--- src/emu_guard_pkg.sv ---
package emu_guard_pkg;

  // Emulator address space and block granularity
  localparam int          EMU_ADDR_W   = 16;
  localparam int          BLK_W        = 10;
  localparam int          ATTR_W       = 2;

  // Block attribute codes
  localparam logic [1:0]  ATTR_UNDEF   = 2'h0;
  localparam logic [1:0]  ATTR_RAM     = 2'h1;
  localparam logic [1:0]  ATTR_ROM     = 2'h2;
  localparam logic [1:0]  ATTR_GUARD   = 2'h3;

  // Register byte offsets
  localparam int          REG_AW       = 8;
  localparam logic [7:0]  OFF_CTRL     = 8'h00;
  localparam logic [7:0]  OFF_STATUS   = 8'h04;
  localparam logic [7:0]  OFF_MAP_SEL  = 8'h08;
  localparam logic [7:0]  OFF_MAP_ATTR = 8'h0C;
  localparam logic [7:0]  OFF_LAST_OP  = 8'h10;
  localparam logic [7:0]  OFF_IRQ_STAT = 8'h14;
  localparam logic [7:0]  OFF_IRQ_MASK = 8'h18;
  localparam logic [7:0]  OFF_BRK_ADDR = 8'h1C;
  localparam logic [7:0]  OFF_CFG      = 8'h20;

  // Control bits (write-only pulses)
  localparam int          CTL_RUN      = 0;
  localparam int          CTL_BRK      = 1;
  localparam int          CTL_CLR      = 2;

  // Emulator status word bit positions
  localparam int          ST_CLK_MISS  = 12;
  localparam int          ST_BG_MODE   = 11;
  localparam int          ST_ILL_OP    = 10;
  localparam int          ST_MEM_BRK   = 9;
  localparam int          ST_BOARD_BRK = 8;

  // Interrupt event bits
  localparam int          EV_N         = 4;
  localparam int          EV_GUARD     = 0;
  localparam int          EV_UNDEF     = 1;
  localparam int          EV_ROM_WR    = 2;
  localparam int          EV_ILL_OP    = 3;

  // Reset values and response codes
  localparam logic [3:0]  IRQ_MASK_RST = 4'h0;
  localparam logic [1:0]  RESP_OKAY    = 2'h0;
  localparam logic [1:0]  RESP_SLVERR  = 2'h2;

endpackage

--- src/block_attr_map.sv ---
`timescale 1ns/1ps
`default_nettype none

module block_attr_map
  import emu_guard_pkg::*;
#(
  parameter int N_BLK = 64
) (
  input  wire logic                     aclk,
  input  wire logic                     aresetn,
  input  wire logic                     wr_en,
  input  wire logic [$clog2(N_BLK)-1:0] wr_idx,
  input  wire logic [ATTR_W-1:0]        wr_attr,
  input  wire logic [$clog2(N_BLK)-1:0] rd_idx,
  output logic      [ATTR_W-1:0]        rd_attr,
  input  wire logic [$clog2(N_BLK)-1:0] lk_idx,
  output logic      [ATTR_W-1:0]        lk_attr
);

  logic [ATTR_W-1:0] attr_q [N_BLK];

  // Each block keeps its own attribute, so ranges map independently
  for (genvar i = 0; i < N_BLK; i++) begin : g_blk
    always_ff @(posedge aclk) begin
      if (!aresetn) begin
        attr_q[i] <= ATTR_UNDEF;
      end else if (wr_en && (wr_idx == i)) begin
        attr_q[i] <= wr_attr;
      end
    end
  end

  assign rd_attr = attr_q[rd_idx];
  assign lk_attr = attr_q[lk_idx];

endmodule

`default_nettype wire

--- src/access_checker.sv ---
`timescale 1ns/1ps
`default_nettype none

module access_checker
  import emu_guard_pkg::*;
(
  input  wire logic              emu_valid,
  input  wire logic              emu_write,
  input  wire logic [ATTR_W-1:0] attr,
  input  wire logic              rom_brk_off,
  output logic                   hit_guard,
  output logic                   hit_undef,
  output logic                   hit_rom_wr
);

  // Only emulator cycles reach this check; host traffic uses the bus
  wire emu_cyc = emu_valid;

  assign hit_guard  = emu_cyc && (attr == ATTR_GUARD);
  assign hit_undef  = emu_cyc && (attr == ATTR_UNDEF);
  assign hit_rom_wr = emu_cyc && emu_write && (attr == ATTR_ROM)
                      && !rom_brk_off;

endmodule

`default_nettype wire

--- src/emu_mem_guard.sv ---
`timescale 1ns/1ps
`default_nettype none

module emu_mem_guard
  import emu_guard_pkg::*;
#(
  parameter int ADDR_W = EMU_ADDR_W,
  parameter int BLKS_W = BLK_W
) (
  input  wire logic              aclk,
  input  wire logic              aresetn,
  // AXI4-Lite slave
  input  wire logic [REG_AW-1:0] s_axi_awaddr,
  input  wire logic              s_axi_awvalid,
  output logic                   s_axi_awready,
  input  wire logic [31:0]       s_axi_wdata,
  input  wire logic [3:0]        s_axi_wstrb,
  input  wire logic              s_axi_wvalid,
  output logic                   s_axi_wready,
  output logic [1:0]             s_axi_bresp,
  output logic                   s_axi_bvalid,
  input  wire logic              s_axi_bready,
  input  wire logic [REG_AW-1:0] s_axi_araddr,
  input  wire logic              s_axi_arvalid,
  output logic                   s_axi_arready,
  output logic [31:0]            s_axi_rdata,
  output logic [1:0]             s_axi_rresp,
  output logic                   s_axi_rvalid,
  input  wire logic              s_axi_rready,
  // Emulator memory cycle
  input  wire logic              emu_valid,
  input  wire logic              emu_write,
  input  wire logic              emu_fetch,
  input  wire logic [ADDR_W-1:0] emu_addr,
  // Control board and pod status
  input  wire logic              ill_op,
  input  wire logic              bg_mode,
  input  wire logic              mclk_missing,
  input  wire logic              rom_wr_brk_off,
  // Break, run control and interrupt
  output logic                   brk_req,
  output logic                   host_brk,
  output logic                   emu_run,
  output logic                   irq
);

  localparam int N_BLK = 1 << (ADDR_W - BLKS_W);
  localparam int IDX_W = ADDR_W - BLKS_W;

  if (BLKS_W >= ADDR_W || IDX_W > 8) begin : g_chk
    $error("emu_mem_guard: block size must leave 1 to 8 index bits");
  end

  // ---------------------------------------------------------------
  // AXI4-Lite write channel: address and data may come in any order
  // ---------------------------------------------------------------
  logic              aw_have_q;
  logic              aw_have_d;
  logic [REG_AW-1:0] aw_addr_q;
  logic              w_have_q;
  logic              w_have_d;
  logic [31:0]       w_data_q;
  logic [3:0]        w_strb_q;
  logic              bvalid_q;
  logic              bvalid_d;
  logic [1:0]        bresp_q;

  wire aw_take = s_axi_awvalid && s_axi_awready;
  wire w_take  = s_axi_wvalid && s_axi_wready;
  wire wr_go   = aw_have_q && w_have_q && !bvalid_q;

  assign s_axi_awready = !aw_have_q;
  assign s_axi_wready  = !w_have_q;
  assign s_axi_bvalid  = bvalid_q;
  assign s_axi_bresp   = bresp_q;

  assign aw_have_d = aw_take || (aw_have_q && !wr_go);
  assign w_have_d  = w_take || (w_have_q && !wr_go);
  assign bvalid_d  = wr_go || (bvalid_q && !s_axi_bready);

  always_ff @(posedge aclk) begin
    if (!aresetn) begin
      aw_have_q <= 1'b0;
      w_have_q  <= 1'b0;
      bvalid_q  <= 1'b0;
    end else begin
      aw_have_q <= aw_have_d;
      w_have_q  <= w_have_d;
      bvalid_q  <= bvalid_d;
    end
  end

  // Write decode; every field lives in byte lane 0
  wire [REG_AW-1:0] wa = {aw_addr_q[REG_AW-1:2], 2'b00};
  wire [7:0]        wb = w_data_q[7:0];
  wire              wl = wr_go && w_strb_q[0];

  wire wr_known = (wa == OFF_CTRL) || (wa == OFF_STATUS) ||
                  (wa == OFF_MAP_SEL) || (wa == OFF_MAP_ATTR) ||
                  (wa == OFF_LAST_OP) || (wa == OFF_IRQ_STAT) ||
                  (wa == OFF_IRQ_MASK) || (wa == OFF_BRK_ADDR) ||
                  (wa == OFF_CFG);
  wire wr_ctrl  = wl && (wa == OFF_CTRL);
  wire wr_sel   = wl && (wa == OFF_MAP_SEL);
  wire wr_attr  = wl && (wa == OFF_MAP_ATTR);
  wire wr_istat = wl && (wa == OFF_IRQ_STAT);
  wire wr_imask = wl && (wa == OFF_IRQ_MASK);

  wire cmd_run = wr_ctrl && wb[CTL_RUN];
  wire cmd_brk = wr_ctrl && wb[CTL_BRK];
  wire cmd_clr = wr_ctrl && (wb[CTL_CLR] || wb[CTL_RUN]);

  always_ff @(posedge aclk) begin
    if (!aresetn) begin
      aw_addr_q <= '0;
      w_data_q  <= '0;
      w_strb_q  <= '0;
      bresp_q   <= RESP_OKAY;
    end else begin
      if (aw_take) begin
        aw_addr_q <= s_axi_awaddr;
      end
      if (w_take) begin
        w_data_q <= s_axi_wdata;
        w_strb_q <= s_axi_wstrb;
      end
      if (wr_go) begin
        bresp_q <= wr_known ? RESP_OKAY : RESP_SLVERR;
      end
    end
  end


  // ---------------------------------------------------------------
  // Block map
  // ---------------------------------------------------------------
  logic [IDX_W-1:0]  sel_q;
  logic [IDX_W-1:0]  sel_d;
  logic [ATTR_W-1:0] host_attr;
  logic [ATTR_W-1:0] emu_attr;

  wire [IDX_W-1:0] emu_idx = emu_addr[ADDR_W-1:BLKS_W];

  // Auto-increment after an attribute write so a range maps in a burst
  assign sel_d = wr_sel  ? wb[IDX_W-1:0] :
                 wr_attr ? IDX_W'(sel_q + 1'b1) : sel_q;

  always_ff @(posedge aclk) begin
    if (!aresetn) begin
      sel_q <= '0;
    end else begin
      sel_q <= sel_d;
    end
  end

  block_attr_map #(
    .N_BLK (N_BLK)
  ) u_map (
    .aclk    (aclk),
    .aresetn (aresetn),
    .wr_en   (wr_attr),
    .wr_idx  (sel_q),
    .wr_attr (wb[ATTR_W-1:0]),
    .rd_idx  (sel_q),
    .rd_attr (host_attr),
    .lk_idx  (emu_idx),
    .lk_attr (emu_attr)
  );

  // ---------------------------------------------------------------
  // Strap and access check
  // ---------------------------------------------------------------
  logic strap_q;
  logic hit_guard;
  logic hit_undef;
  logic hit_rom_wr;

  // Strap is static; caught while reset is held and frozen afterwards
  always_ff @(posedge aclk) begin
    if (!aresetn) begin
      strap_q <= rom_wr_brk_off;
    end
  end

  access_checker u_chk (
    .emu_valid   (emu_valid),
    .emu_write   (emu_write),
    .attr        (emu_attr),
    .rom_brk_off (strap_q),
    .hit_guard   (hit_guard),
    .hit_undef   (hit_undef),
    .hit_rom_wr  (hit_rom_wr)
  );

  wire mem_hit   = hit_guard || hit_undef || hit_rom_wr;
  wire other_brk = cmd_brk || ill_op;

  // ---------------------------------------------------------------
  // Break cause flags; a new event wins over a same-cycle clear
  // ---------------------------------------------------------------
  logic              mem_brk_q;
  logic              mem_brk_d;
  logic              board_q;
  logic              board_d;
  logic              ill_q;
  logic              ill_d;
  logic              brk_req_q;
  logic              host_brk_q;
  logic              emu_run_q;
  logic [ADDR_W-1:0] last_op_q;
  logic [ADDR_W-1:0] brk_addr_q;

  assign mem_brk_d = mem_hit || (mem_brk_q && !cmd_clr);
  assign board_d   = mem_hit || (board_q && !cmd_clr && !other_brk);
  assign ill_d     = ill_op || (ill_q && !cmd_clr);

  always_ff @(posedge aclk) begin
    if (!aresetn) begin
      mem_brk_q <= 1'b0;
      board_q   <= 1'b0;
      ill_q     <= 1'b0;
    end else begin
      mem_brk_q <= mem_brk_d;
      board_q   <= board_d;
      ill_q     <= ill_d;
    end
  end

  // Request stays up until the host restarts or clears, so a slow
  // control board cannot miss it
  always_ff @(posedge aclk) begin
    if (!aresetn) begin
      brk_req_q <= 1'b0;
    end else begin
      brk_req_q <= mem_hit || (brk_req_q && !cmd_clr);
    end
  end

  always_ff @(posedge aclk) begin
    if (!aresetn) begin
      host_brk_q <= 1'b0;
      emu_run_q  <= 1'b0;
    end else begin
      host_brk_q <= cmd_brk;
      emu_run_q  <= cmd_run;
    end
  end

  always_ff @(posedge aclk) begin
    if (!aresetn) begin
      last_op_q  <= '0;
      brk_addr_q <= '0;
    end else begin
      if (emu_valid && emu_fetch) begin
        last_op_q <= emu_addr;
      end
      if (mem_hit) begin
        brk_addr_q <= emu_addr;
      end
    end
  end

  assign brk_req  = brk_req_q;
  assign host_brk = host_brk_q;
  assign emu_run  = emu_run_q;

  // ---------------------------------------------------------------
  // Interrupt status (write one to clear) and mask
  // ---------------------------------------------------------------
  logic [EV_N-1:0] ev;
  logic [EV_N-1:0] istat_q;
  logic [EV_N-1:0] istat_d;
  logic [EV_N-1:0] imask_q;

  assign ev[EV_GUARD]  = hit_guard;
  assign ev[EV_UNDEF]  = hit_undef;
  assign ev[EV_ROM_WR] = hit_rom_wr;
  assign ev[EV_ILL_OP] = ill_op;

  wire [EV_N-1:0] w1c = wr_istat ? wb[EV_N-1:0] : '0;

  assign istat_d = ev | (istat_q & ~w1c);

  always_ff @(posedge aclk) begin
    if (!aresetn) begin
      istat_q <= '0;
      imask_q <= IRQ_MASK_RST;
    end else begin
      istat_q <= istat_d;
      if (wr_imask) begin
        imask_q <= wb[EV_N-1:0];
      end
    end
  end

  assign irq = |(istat_q & imask_q);

  // ---------------------------------------------------------------
  // Status word
  // ---------------------------------------------------------------
  logic [15:0] status_w;

  always_comb begin
    status_w               = 16'h0000;
    status_w[ST_CLK_MISS]  = mclk_missing;
    status_w[ST_BG_MODE]   = bg_mode;
    status_w[ST_ILL_OP]    = ill_q;
    status_w[ST_MEM_BRK]   = mem_brk_q;
    status_w[ST_BOARD_BRK] = board_q;
  end

  // ---------------------------------------------------------------
  // AXI4-Lite read channel
  // ---------------------------------------------------------------
  logic        rvalid_q;
  logic [31:0] rdata_q;
  logic [1:0]  rresp_q;

  wire              ar_take = s_axi_arvalid && s_axi_arready;
  wire [REG_AW-1:0] ra      = {s_axi_araddr[REG_AW-1:2], 2'b00};

  wire rd_status = (ra == OFF_STATUS);
  wire rd_sel    = (ra == OFF_MAP_SEL);
  wire rd_attr   = (ra == OFF_MAP_ATTR);
  wire rd_last   = (ra == OFF_LAST_OP);
  wire rd_istat  = (ra == OFF_IRQ_STAT);
  wire rd_imask  = (ra == OFF_IRQ_MASK);
  wire rd_baddr  = (ra == OFF_BRK_ADDR);
  wire rd_cfg    = (ra == OFF_CFG);
  wire rd_ctrl   = (ra == OFF_CTRL);
  wire rd_known  = rd_status || rd_sel || rd_attr || rd_last || rd_istat ||
                   rd_imask || rd_baddr || rd_cfg || rd_ctrl;

  // Control bits are pulses and read back as zero
  wire [31:0] rd_val =
    rd_status ? {16'h0000, status_w} :
    rd_sel    ? 32'(sel_q) :
    rd_attr   ? 32'(host_attr) :
    rd_last   ? 32'(last_op_q) :
    rd_istat  ? 32'(istat_q) :
    rd_imask  ? 32'(imask_q) :
    rd_baddr  ? 32'(brk_addr_q) :
    rd_cfg    ? 32'(strap_q) : 32'h0000_0000;

  assign s_axi_arready = !rvalid_q;
  assign s_axi_rvalid  = rvalid_q;
  assign s_axi_rdata   = rdata_q;
  assign s_axi_rresp   = rresp_q;

  always_ff @(posedge aclk) begin
    if (!aresetn) begin
      rvalid_q <= 1'b0;
      rdata_q  <= 32'h0000_0000;
      rresp_q  <= RESP_OKAY;
    end else if (ar_take) begin
      rvalid_q <= 1'b1;
      rdata_q  <= rd_val;
      rresp_q  <= rd_known ? RESP_OKAY : RESP_SLVERR;
    end else if (s_axi_rready) begin
      rvalid_q <= 1'b0;
    end
  end

endmodule

`default_nettype wire

--- config.mk ---
export PLATFORM = sky130hd
export DESIGN_NAME = emu_mem_guard
export DESIGN_NICKNAME = d
export VERILOG_FILES = /design/src/emu_guard_pkg.sv /design/src/block_attr_map.sv /design/src/access_checker.sv /design/src/emu_mem_guard.sv
export SDC_FILE = /design/constraint.sdc
export NUM_CORES = 1
export LEC_CHECK = 0
export BUFFER_PORTS_ARGS = -buffer_cell sky130_fd_sc_hd__buf_2
export CELL_PAD_IN_SITES_DETAIL_PLACEMENT = 1
export CELL_PAD_IN_SITES_GLOBAL_PLACEMENT = 2
export CORE_MARGIN = 1.5
export CORE_UTILIZATION = 30
export CTS_CLUSTER_SIZE = 24
export DETAILED_ROUTE_END_ITERATION = 6
export MAX_ROUTING_LAYER = met4
export PLACE_DENSITY = 0.64
export SETUP_SLACK_MARGIN = 0.02
export SYNTH_ARGS = -nofsm -noshare
export SYNTH_HDL_FRONTEND = slang
export SYNTH_SLANG_ARGS = --single-unit
--- constraint.sdc ---
create_clock -name aclk -period 2.9 [get_ports aclk]
set_input_delay 0.145 -clock aclk [delete_from_list [all_inputs] [get_ports aclk]]
set_output_delay 0.145 -clock aclk [all_outputs]
set_load 0.02 [all_outputs]
; Word level (Yosys, flattened, before mapping)
; Memories as Yosys holds them, arrays and structs flattened. A register that Yosys moved wholly into a read port is not among the register bits.
; Index checks and enable logic that the tools add are counted.
[totals]
regBits = 108
latch_bits = 0
ram_bits = 128
mem_bits_ro = 0
output_inout_bits = 45
elab_cells = 582
memories = 1
[memory_table]
columns = name, depth, width, rd, rd_ports_with_merged_regs, wr, line_no
row1 = u_map.attr_q, 64, 2, 2, 1, 64, block_attr_map.sv:20  ; logic [ATTR_W-1:0] attr_q [N_BLK];
[classes]
add_sub_neg = 1
n_mul = 0
n_div = 0
magnitude_cmp = 0
n_eq_ne = 81
n_shift = 0
n_mux = 274
n_bitwise = 68
n_reduce_logical = 135
[ops]
columns = operator, n
row1 = $mux W1, 196
row2 = $eq A6 B6 Y1 const B, 32
row3 = $mux W2, 66
row4 = $mux W16, 7
row5 = $eq A6 B5 Y1 const B, 16
row6 = $logic_and A1 B1 Y1, 92
row7 = $eq A6 B3 Y1 const B, 12
row8 = $or A1 B1 Y1, 64
row9 = $eq A6 B4 Y1 const B, 10
row10 = $eq A6 B2 Y1 const B, 6
row11 = $logic_or A1 B1 Y1, 27
row12 = $mux W6, 4
row13 = $eq A6 B1 Y1 const B, 3
row14 = $logic_not A8 Y1, 2
row15 = $logic_not A1 Y1, 9
row16 = $and A4 B4 Y4, 2
row17 = $add A6 B1 Y6 const B, 1
row18 = $logic_not A6 Y1, 1
row19 = $eq A2 B2 Y1 const B, 2
row20 = $mux W4, 1
row21 = $not A4 Y4, 1
row22 = $or A4 B4 Y4, 1
row23 = $reduce_bool A2 Y1, 2
row24 = $reduce_or A4 Y1, 1
row25 = $logic_not A2 Y1, 1

; Logic depth before layout (Yosys ltp)
; Gate-level depths: netlist of the first run.
[depth]
ltp_word = 10
ltp_mapped = 13
ltp_nobuf = 8

; Cells and area by module
; From an unflattened synthesis of the first run, not the netlist that was laid out.
[unflattened]
hier_cells = 1077
area_unflattened_um2 = 11228.3
[modules_own_cells]
columns = module, n_inst, cells_per_inst, area_each_um2, seq_area_each_um2
row1 = block_attr_map, 1, 576, 7171.9, 3843.7
row2 = emu_mem_guard, 1, 496, 4017.6, 1771.7
row3 = access_checker, 1, 5, 38.8, 0.0

; Worst setup path after synthesis of the first run
; No wires, ideal clock.
[synth_path]
path_type = reg2reg
start = register w_have_q
end = memory u_map.attr_q[20][0] (enable)
setup_ns = 0.327
arrival_time_ns = 2.297
path_slack_ns = 0.276
stages_incl_launch_ff = 10
synth_period_minus_slack_ns = 2.624
path_cell_list = dfxtp_1 > inv_1 > or3_1 > and4bb_2 > and2b_1 > nand2_1 > nor3_1 > nand2_1 > buf_2 > o21ai_0
[synth_lines]
columns = element, line_no
row1 = from (decl), emu_mem_guard.sv:60  ; logic w_have_q;
row2 = from (signal assigned), emu_mem_guard.sv:88  ; w_have_q <= w_have_d;
row3 = to (decl), block_attr_map.sv:20

==> key figures, run 1 <==
Timing
  • Final TNS setup: 0 ns
  • Final Hold Viols: 0
  • Post-route clock period utilization: 96.22%
  • Fmax achieved: 0.3584 GHz
  • Count of final max-slew check failures: 0
  • Endpoints failing setup: 0
  • Fin Hold WS: 0.03507 ns
  • Worst-margin pin slew: 1.018 ns
  • RSZ-0062 raised after global routing: yes
  • Min cycle time layout: 2.790 ns
  • Clock Skew: 0.01499 ns
  • Max-slew headroom: 31.58%

Clock tree
  • H-tree Lvls: 1
  • Total CTS buffers: 28
  • Clk_lat worst skew: 0.55 ns
  • CTS root buf: clkbuf_16
  • CTS clk-pin slew, worst paths: 0.05 ns
  • CTS Sinks: 222
  • CTS Buffer Depth: 3
  • CTS tree: built

GRT
  • Initial antenna violation count: 0
  • Remaining Overflow, GRT: 0
  • First-pass GRT wire length: 54.01 mm
  • GRT Total Usage: 19.16%
  • Largest net degree at the start of global routing: 43
  • Vias in the first global route: 8,933

Detailed routing
  • Drc violations: 0
  • DR vias: 8,415
  • DR WL/cell: 21.98 um
  • Post-route ant nets: 0
  • Drt total wl: 35.30 mm
  • Via density: 5.240
  • Drt initial violations: 426
  • First-pass detailed-route iteration total: 5

Synthesis
  • Unique masters post-synth: 57
  • Post-synth EDFFs: 129
  • #FFs+latches synth: 222
  • Register area share after synthesis: 51.23%
  • Main synth FF type: edfxtp_1
  • Post-synth ARST share: 0%
  • Synthesized area per cell: 10.94 um2
  • Mapped Cells: 1,023
  • Yosys synthesis warning count: 0
  • Netlist Area Pre-Place: 11,200 um2

Setup path
  • Critical setup path kind: flop to flop
  • CP Data Required Time: 3.11 ns
  • Startpoint types: flop
  • Setup crit end kind: flop
  • R2r setup slk: 0.11 ns
  • Crit Path Max Fanout: 10
  • WP data arrival: 3.00 ns

Die
  • Core Region: 36,700 um2
  • Die width: 196.2 um
  • Initial Util: 30.51%
  • Row cnt: 70
  • Die area: 38,490 um2
  • Io pins: 127
  • Die Span Y: 196.2 um

Layout
  • Final-stage net count: 1,205
  • Multi-input gate area: 4950 um2
  • Ant diodes: 0
  • Area grow syn2layout: 19.45%
  • Register area: 5737 um2
  • Share of post-route cells with drive strength above 1: 22.23%
  • Fillcell total: 4,073

Place
  • Port buffer count: 75
  • HPWL after DPL: 24.71 mm
  • GP Congestion: 0.7617

Run status
  • Status: completed

Pwr
  • Pwr dens: 569.4 nW/um2
  • Final Power: 7.614 mW
  • P_leak: 4.721 nW
  • Max VDD drop: 0.0003615 V

Hold path
  • Worst hold path class: input pin to flop

Job
  • MaxCap Viol Count: 0
## final cells by class
class / count / area share [%]
clock inverter: 9 / 0.6830
inverter: 8 / 0.2246
sequential: 222 / 42.90
clock buffer: 40 / 6.044
timing repair buffer: 158 / 8.757
tap: 468 / 4.379
multi-input combinational: 701 / 37.01
## power by group
| group | internal, mW | switching [mW] | total [mW] |
|---|---|---|---|
| combinational | 0.287 | 0.375 | 0.663 |
| clock | 2.09 | 1.32 | 3.41 |
| sequential | 3.46 | 0.0873 | 3.54 |
| total | 5.84 | 1.78 | 7.61 |
## sequential cells by signal, summed over array words and instances (netlist names), 4 cells and up, named ones only
name          count
sel_q             6
last_op_q        16
s_axi_rdata      16
aw_addr_q         6
w_data_q          6
imask_q           4
istat_q           4
u_map.attr_q    128
brk_addr_q       16
## per-layer routing
layer / part of all wire (%) / GRT usage, %
met2: 47 / 31.46
met4: 2.6 / 5.157
met1: 45 / 24.89
met5: 0 / -
met3: 4.7 / 2.630
## critical path: stages, from the launching register on
cell and delay, ns:
dfxtp_1 0.35, inv_1 0.06, or3_1 0.39, and4bb_2 0.34, and2b_1 0.17, nand2_1 0.12, nor3_1 0.19, buf_4 0.17
nand2_1 0.30, o21ai_0 0.37
## per-stage QoR
stage / instance area, um2 / instances / util, % / worst slack, ns
6_report: 13370 / 1606 / 36.44 / 0.1098
5_1_grt: 13370 / 1606 / 36.44 / -0.06656
4_1_cts: 13360 / 1606 / 36.40 / 0.05483
3_5_place_dp: 12130 / 1524 / 33.05 / 0.07991
3_3_place_gp: 12130 / 1524 / 33.05 / 0.1442
2_1_floorplan: 11260 / 1040 / - / 0.2758
## path summary, 6_finish.rpt
| kind | startpoint | to | cells past startpoint |
|---|---|---|---|
| worst min-delay path | bg_mode | s_axi_rdata[11] | 3 |
| worst min register to register | last_op_q[13] | last_op_q[13] | 2 |
| worst max-delay path | w_have_q | u_map.attr_q[16][0] | 9 |
| worst max register to register | w_have_q | u_map.attr_q[16][0] | 9 |
## what timing repair did
| action | CTS | global route |
|---|---|---|
| hold buffers | 33 | 0 |
| setup endpoints to repair | 0 | 72 |
| gates resized for setup | 0 | 28 |
| hold endpoints to repair | 46 | 0 |
| setup buffers | 0 | 0 |
## cells in the final DEF, fill, tap and decap left out, drive strengths merged, types with 15 or more instances in the layout
cell type / instances
nor2: 196
nand2: 105
dlygate4sd3: 33
o21ai: 73
dfxtp: 93
mux2i: 47
mux4: 66
clkbuf: 40
nand3: 15
edfxtp: 129
buf: 125
conb: 18
a21oi: 35
a22oi: 19
## Yosys cell counts, types with 2 or more instances
library cell  count  share of area [%]
nor2_1          196                6.6
edfxtp_1        129                 35
nand2_1         105                3.5
dfxtp_1          93                 17
o21ai_0          69                3.1
clkbuf_1         65                2.2
mux4_2           63                 13
mux2i_1          47                4.2
a21oi_1          35                1.6
buf_4            22                1.5
a22oi_1          17                1.1
nand3_1          15               0.67
buf_2            12               0.54
a211oi_1         11               0.74
nor2b_1          11               0.61
o22ai_1          11               0.61
mux2_2           10                1.0
a222oi_1          9               0.80
and2_1            9               0.50
nor3_1            8               0.36
a22o_1            7               0.55
inv_1             7               0.23
nand2b_1          6               0.34
and3_1            5               0.28
buf_6             4               0.40
ha_1              4               0.45
nand3b_1          4               0.27
a31oi_1           3               0.17
buf_1             3               0.10
mux4_1            3               0.70
nand4_1           3               0.17
nor3b_1           3               0.20
o21a_1            3               0.20
o21ai_1           3               0.13
a22oi_2           2               0.22
and4b_1           2               0.18
o221ai_1          2               0.16
or2_2             2               0.11
or3_1             2               0.11
## kinds of logic (layout without fill, tap and decap cells)
family / count (synthesis) / in the layout / synth area share, %
flops: 222 / 222 / 51.23
mux: 123 / 123 / 18.59
fa+ha+maj: 4 / 4 / 0.4470
simple gates: 376 / 376 / 14.36
buf+inv: 117 / 215 / 5.320
other cells: 1 / 18 / 0.03349
compound gates: 180 / 180 / 10.02
Note: power is estimated with default switching activity, not from simulation.
==> inputs of run 2 (changes only) <==
--- a/config.mk
+++ b/config.mk
@@ -13,7 +13,7 @@
 export CTS_CLUSTER_SIZE = 24
 export DETAILED_ROUTE_END_ITERATION = 6
 export MAX_ROUTING_LAYER = met4
-export PLACE_DENSITY = 0.64
+export PLACE_DENSITY_LB_ADDON = 0.3
 export SETUP_SLACK_MARGIN = 0.02
 export SYNTH_ARGS = -nofsm -noshare
 export SYNTH_HDL_FRONTEND = slang
==> run 2 against run 1 <==
Compared with the run above: fmax is 3.6% higher; routed wire length about the same; setup slack improved by 0.096 ns; worst hold slack got worse by 0.0098 ns; clock power up 3%.
==> key figures, run 2 (synthesis results as in run 1) <==
Run status
  • Status: completed

GRT
  • Vias in the first global route: 8,791 (-1.6%)
  • Remaining Overflow, GRT: 0 (unchanged)
  • GRT Total Usage: 18.83% (-0.33 points)
  • Largest net degree at the start of global routing: 62 (+44%)
  • Initial antenna violation count: 0 (unchanged)
  • First-pass GRT wire length: 53.30 mm (-1.3%)

Timing
  • Count of final max-slew check failures: 0 (unchanged)
  • RSZ-0062 raised after global routing: yes
  • Post-route clock period utilization: 92.90% (-3.3 points)
  • Endpoints failing setup: 0 (unchanged)
  • Clock Skew: 0.01051 ns (-0.004484 ns)
  • Min cycle time layout: 2.694 ns (-0.09625 ns)
  • Final Hold Viols: 0 (unchanged)
  • Fmax achieved: 0.3712 GHz (+3.6%)
  • Worst-margin pin slew: 0.8516 ns (-0.1668 ns)
  • Final TNS setup: 0 ns (unchanged)
  • Final WS setup: 0.2060 ns (+0.09625 ns)
  • Max-slew headroom: 42.79% (+11 points)

Setup path
  • Worst-path cell chain: inv_1 > or3_1 > and4bb_2 > and2b_1 > nand2_1 > nor3_2 > nand2_1 > buf_4 > o21ai_0
  • Critical Path Max Stage Delay: 0.39 ns (about the same)
  • Crit-path slowest cell: or3_1
  • Crit Path Max Fanout: 12 (+2)
  • Startpoint types: flop
  • Most common cell on crit path: nand2_1
  • Critical setup path kind: flop to flop
  • Setup crit end kind: flop
  • WP data arrival: 2.90 ns (-0.10 ns)
  • CP Data Required Time: 3.11 ns (about the same)

Die
  • Core Region: 36,700 um2 (unchanged)
  • Die width: 196.2 um (unchanged)
  • Io pins: 127 (unchanged)
  • Die Span Y: 196.2 um (unchanged)
  • Row cnt: 70 (unchanged)
  • Initial Util: 30.51% (unchanged)
  • Die area: 38,490 um2 (unchanged)

Clock tree
  • Clk_lat worst skew: 0.55 ns (about the same)
  • Total CTS buffers: 28 (unchanged)
  • CTS root buf: clkbuf_16
  • CTS tree: built
  • CTS Sinks: 222 (unchanged)
  • CTS clk-pin slew, worst paths: 0.06 ns (about the same)
  • CTS Buffer Depth: 3 (unchanged)
  • H-tree Lvls: 1 (unchanged)

Detailed routing
  • Drc violations: 0 (unchanged)
  • Drt total wl: 35.27 mm (about the same)
  • Drt initial violations: 551 (+29%)
  • Post-route ant nets: 0 (unchanged)
  • Via density: 5.223 (-0.31%)
  • First-pass detailed-route iteration total: 6 (+1)
  • DR WL/cell: 21.88 um (-0.47%)
  • DR vias: 8,420 (+0.059%)

Pwr
  • Switching Fraction: 23.74% (+0.38 points)
  • Clock power frac: 45.6% (+0.8 points)
  • Int Pwr: 5.890 mW (+0.92%)
  • Pwr dens: 576.6 nW/um2 (+1.3%)
  • Max VDD drop: 0.0003731 V (+3.2%)
  • Reg power frac: 45.9% (-0.6 points)
  • P_leak: 4.749 nW (+0.59%)
  • Sw power: 1.833 mW (+3.1%)
  • Power share of the combinational group: 8.5% (-0.2 points)
  • Final Power: 7.723 mW (+1.4%)

Hold path
  • Worst hold path class: input pin to flop

Place
  • GP Congestion: 0.7535 (-1.1%)
  • HPWL after DPL: 24.45 mm (-1.0%)
  • Port buffer count: 75 (unchanged)
  • Dpl ws: 0.04234 ns (-0.03757 ns)

Layout
  • Core Util, Final: 36.50% (+0.061 points)
  • Largest register FFs: 128 (unchanged)
  • Area grow syn2layout: 19.65%
  • Share of post-route cells with drive strength above 1: 22.55% (+0.32 points)
  • Most frequent cells in the layout: nor2_1, edfxtp_1, nand2_1, dfxtp_1, buf_2
  • Ant diodes: 0 (unchanged)
  • Final-stage net count: 1,208 (+0.25%)
  • Top reg by flops: u_map.attr_q
  • Commonest non-fill, non-tap cell in the layout: nor2_1

Job
  • MaxCap Viol Count: 0 (unchanged)
run 2: cell count changes in the layout (fill, tap and decap cells not counted), sizes merged:
cell	delta
clkbuf	+1
clkinv	+1
buf	+3
inv	+1
run 2: worst max-delay path: cells and delay by family, from the launching register on:
kind                   cells  cell delay [ns]
AND/OR/NAND/NOR            6             1.41
AO/OA/AOI/OAI              1             0.33
flip-flops                 1             0.34
buffers and inverters      2             0.28
run 2: final timing paths:
check / from / to / slack (ns) / cells after the start
worst max register to register: w_have_q / u_map.attr_q[18][1] / 0.21 / 9
worst min register to register: last_op_q[12] / last_op_q[12] / 0.46 / 2
worst min-delay path: bg_mode / s_axi_rdata[11] / 0.03 / 3
worst max-delay path: w_have_q / u_map.attr_q[18][1] / 0.21 / 9
run 2: timing repair:
action                                 CTS  global route
resized for setup                        0            15
endpoints found under the hold margin   46             0
buffers inserted                         0             0
hold buffers                            33             0
setup endpoints to repair                0            48
run 2: cell type report:
| class | count | area (um2) |
|---|---|---|
| Fill cell | 4045 | 23300 |
| Sequential cell | 222 | 5737 |
| Multi-Input combinational cell | 701 | 4940 |
| Timing Repair Buffer | 161 | 1169 |
| Clock buffer | 41 | 830.8 |
| Tap cell | 468 | 585.6 |
| Clock inverter | 11 | 103.9 |
| Inverter | 8 | 30.03 |
run 2: routing by layer:
metal  global-route usage (%)  vias up  part of all wire (%)
met5                        -        -                     0
met4                    4.672        0                   2.3
met3                    2.286       42                   4.6
met2                    31.84      240                    49
met1                    24.01     4252                    44
li1                         -     3886                     -
run 2: stage by stage:
stage	cell area [um2]	cells	hold WS (ns)
3_3_place_gp	12130	1527	0.3272
3_5_place_dp	12130	1527	0.3291
5_1_grt	13400	1612	0.04321
6_report	13400	1612	0.02524
4_1_cts	13390	1612	0.0001918
2_1_floorplan	11260	1040	0.2439
run 2: power by group through the flow:
stage          sequential (mW)  combinational [mW]  clock [mW]
4_1_cts                   3.55               0.662        3.61
6_report                  3.55               0.656        3.52
3_3_place_gp              3.61               0.616           0
2_1_floorplan             3.58               0.455           0
5_1_grt                   3.56               0.715        3.71
3_5_place_dp              3.61               0.626           0
==> inputs of run 3 (changes only) <==
--- a/config.mk
+++ b/config.mk
@@ -12,6 +12,7 @@
 export CORE_UTILIZATION = 30
 export CTS_CLUSTER_SIZE = 24
 export DETAILED_ROUTE_END_ITERATION = 6
+export HOLD_SLACK_MARGIN = 0.1
 export MAX_ROUTING_LAYER = met4
 export PLACE_DENSITY_LB_ADDON = 0.3
 export SETUP_SLACK_MARGIN = 0.02
==> run 3 against run 2 <==
Compared with the run above: sequential share of layout area shrank 0.29 points; clock power is essentially flat; global-route usage grew 0.080 points; flip-flop and latch count is the same; clock skew shrank 0.00067 ns; cell area grew 0.67%; fmax is essentially flat; non-clock buffer count grew 9; routed wire length grew 0.28%; setup slack gained 0.00055 ns; first-iteration DRC count shrank 8.3%; critical path type is now input pin to flop; largest cell class unchanged; largest power group unchanged.
==> key figures, run 3 (synthesis results as in run 1) <==
Run status
  • Status: completed

Setup path
  • Critical setup path kind: input pin to flop
  • CP Data Required Time: 3.37 ns (+0.26 ns)
  • R2r setup slk: 0.21 ns (about the same)
  • Setup crit end kind: flop
  • WP data arrival: 3.16 ns (+0.26 ns)
  • Startpoint types: input pin
  • Crit Path Max Fanout: 19 (+7)

Layout
  • Largest register FFs: 128 (unchanged)
  • Final std cells w/o fill: 1,621 (+0.56%)
  • Design Area, Final: 13,490 um2 (+0.67%)
  • Most frequent cells in the layout: nor2_1, edfxtp_1, nand2_1, dfxtp_1, buf_2
  • Area grow syn2layout: 20.45%
  • Commonest non-fill, non-tap cell in the layout: nor2_1
  • Top reg by flops: u_map.attr_q
  • Ant diodes: 0 (unchanged)
  • Share of post-route cells with drive strength above 1: 22.38% (-0.18 points)
  • Final-stage net count: 1,217 (+0.75%)

Detailed routing
  • Drt initial violations: 505 (-8.3%)
  • Drc violations: 0 (unchanged)
  • First-pass detailed-route iteration total: 5 (-1)
  • Via density: 5.210 (-0.26%)
  • Drt total wl: 35.37 mm (+0.28%)
  • DR vias: 8,445 (+0.30%)
  • Post-route ant nets: 0 (unchanged)
  • DR WL/cell: 21.82 um (-0.28%)

Place
  • GP Congestion: 0.7535 (unchanged)
  • HPWL after DPL: 24.45 mm (unchanged)
  • Area of placed instances: 12,130 um2 (unchanged)
  • Port buffer count: 75 (unchanged)
  • Placed cells: 1,527 (unchanged)

Timing
  • Clock Skew: 0.009834 ns (-0.0006740 ns)
  • Worst-margin pin slew: 0.8601 ns (+0.008449 ns)
  • Post-route clock period utilization: 92.88% (about the same)
  • Min cycle time layout: 2.693 ns (-0.0005480 ns)
  • RSZ-0062 raised after global routing: yes
  • Max-slew headroom: 42.22% (-0.57 points)
  • Fmax achieved: 0.3713 GHz (about the same)
  • Endpoints failing setup: 0 (unchanged)
  • Count of final max-slew check failures: 0 (unchanged)
  • Final Hold Viols: 0 (unchanged)

GRT
  • GRT Total Usage: 18.91% (+0.080 points)
  • Vias in the first global route: 8,816 (+0.28%)
  • Initial antenna violation count: 0 (unchanged)
  • First-pass GRT wire length: 53.54 mm (+0.45%)
  • Remaining Overflow, GRT: 0 (unchanged)
  • Largest net degree at the start of global routing: 62 (unchanged)

Clock tree
  • CTS Sinks: 222 (unchanged)
  • CTS tree: built
  • CTS clk-pin slew, worst paths: 0.06 ns (about the same)
  • CTS Buffer Depth: 3 (unchanged)
  • CTS root buf: clkbuf_16
  • H-tree Lvls: 1 (unchanged)
  • Total CTS buffers: 28 (unchanged)
  • Clk_lat worst skew: 0.54 ns (about the same)

Pwr
  • Pwr dens: 573.5 nW/um2 (-0.53%)
  • P_leak: 4.786 nW (+0.77%)
  • Max VDD drop: 0.0003716 V (-0.39%)

Die
  • Core Region: 36,700 um2 (unchanged)
  • Die Span Y: 196.2 um (unchanged)
  • Die area: 38,490 um2 (unchanged)
  • Io pins: 127 (unchanged)
  • Row cnt: 70 (unchanged)
  • Initial Util: 30.51% (unchanged)
  • Die width: 196.2 um (unchanged)

Hold path
  • Worst hold path class: input pin to flop

Job
  • MaxCap Viol Count: 0 (unchanged)
-- run 3: final timing paths --
kind / from / end / cells past startpoint
setup reg to reg: w_have_q / u_map.attr_q[18][1] / 9
setup / recovery: emu_addr[11] / brk_addr_q[3] / 10
hold reg to reg: last_op_q[12] / last_op_q[12] / 2
hold / removal: s_axi_araddr[5] / s_axi_rdata[1] / 5
-- run 3: report_power, final --
part | total (mW) | leakage [nW] | switching [mW] | internal (mW)
clock network | 3.52 | 0.467 | 1.37 | 2.15
logic | 0.666 | 2.23 | 0.371 | 0.294
registers | 3.55 | 2.09 | 0.0907 | 3.46
total | 7.73 | 4.79 | 1.84 | 5.90
-- run 3: layout make-up --
cell class | instances | area (um2)
Multi-Input combinational cell | 701 | 4940
Clock inverter | 11 | 103.9
Timing Repair Buffer | 170 | 1259
Tap cell | 468 | 585.6
Inverter | 8 | 30.03
Sequential cell | 222 | 5737
Fill cell | 4035 | 23210
Clock buffer | 41 | 830.8
-- run 3: timing repair --
action | CTS | global route
hold buffers | 42 | 0
endpoints found under the setup margin | 0 | 48
resized for setup | 0 | 15
buffers inserted | 0 | 0
endpoints found under the hold margin | 55 | 0
-- run 3: metal layers --
metal  GRT usage [%]  up-vias  wire length (um)  part of all wire (%)
met3           2.269       44              1411                   4.0
met2           32.07      210             17500                    49
met5               -        -                 0                     0
met1           24.07     4285             15620                    44
li1                -     3906                 -                     -
met4           4.672        0               841                   2.4
-- run 3: through the flow --
step                 TNS, ns  setup slack, ns  utilization, %  hold WS, ns  power (mW)
floorplan                  0           0.2758               -       0.2439       4.034
global placement           0           0.1678           33.04       0.3272       4.222
detailed placement         0          0.04234           33.04       0.3291       4.238
CTS                        0          0.02866           36.73       0.1266       7.824
global route        -0.01756        -0.006258           36.75       0.1737       7.996
finish                     0           0.2065           36.75       0.1594       7.734
-- run 3: critical path: stages --
cell           delay, ns
dlygate4sd3_1       0.51
buf_2               0.41
mux4_1              0.62
mux2_2              0.29
a22oi_2             0.18
and4_4              0.26
o21ai_1             0.07
a31oi_2             0.20
buf_12              0.21
mux2i_1             0.22
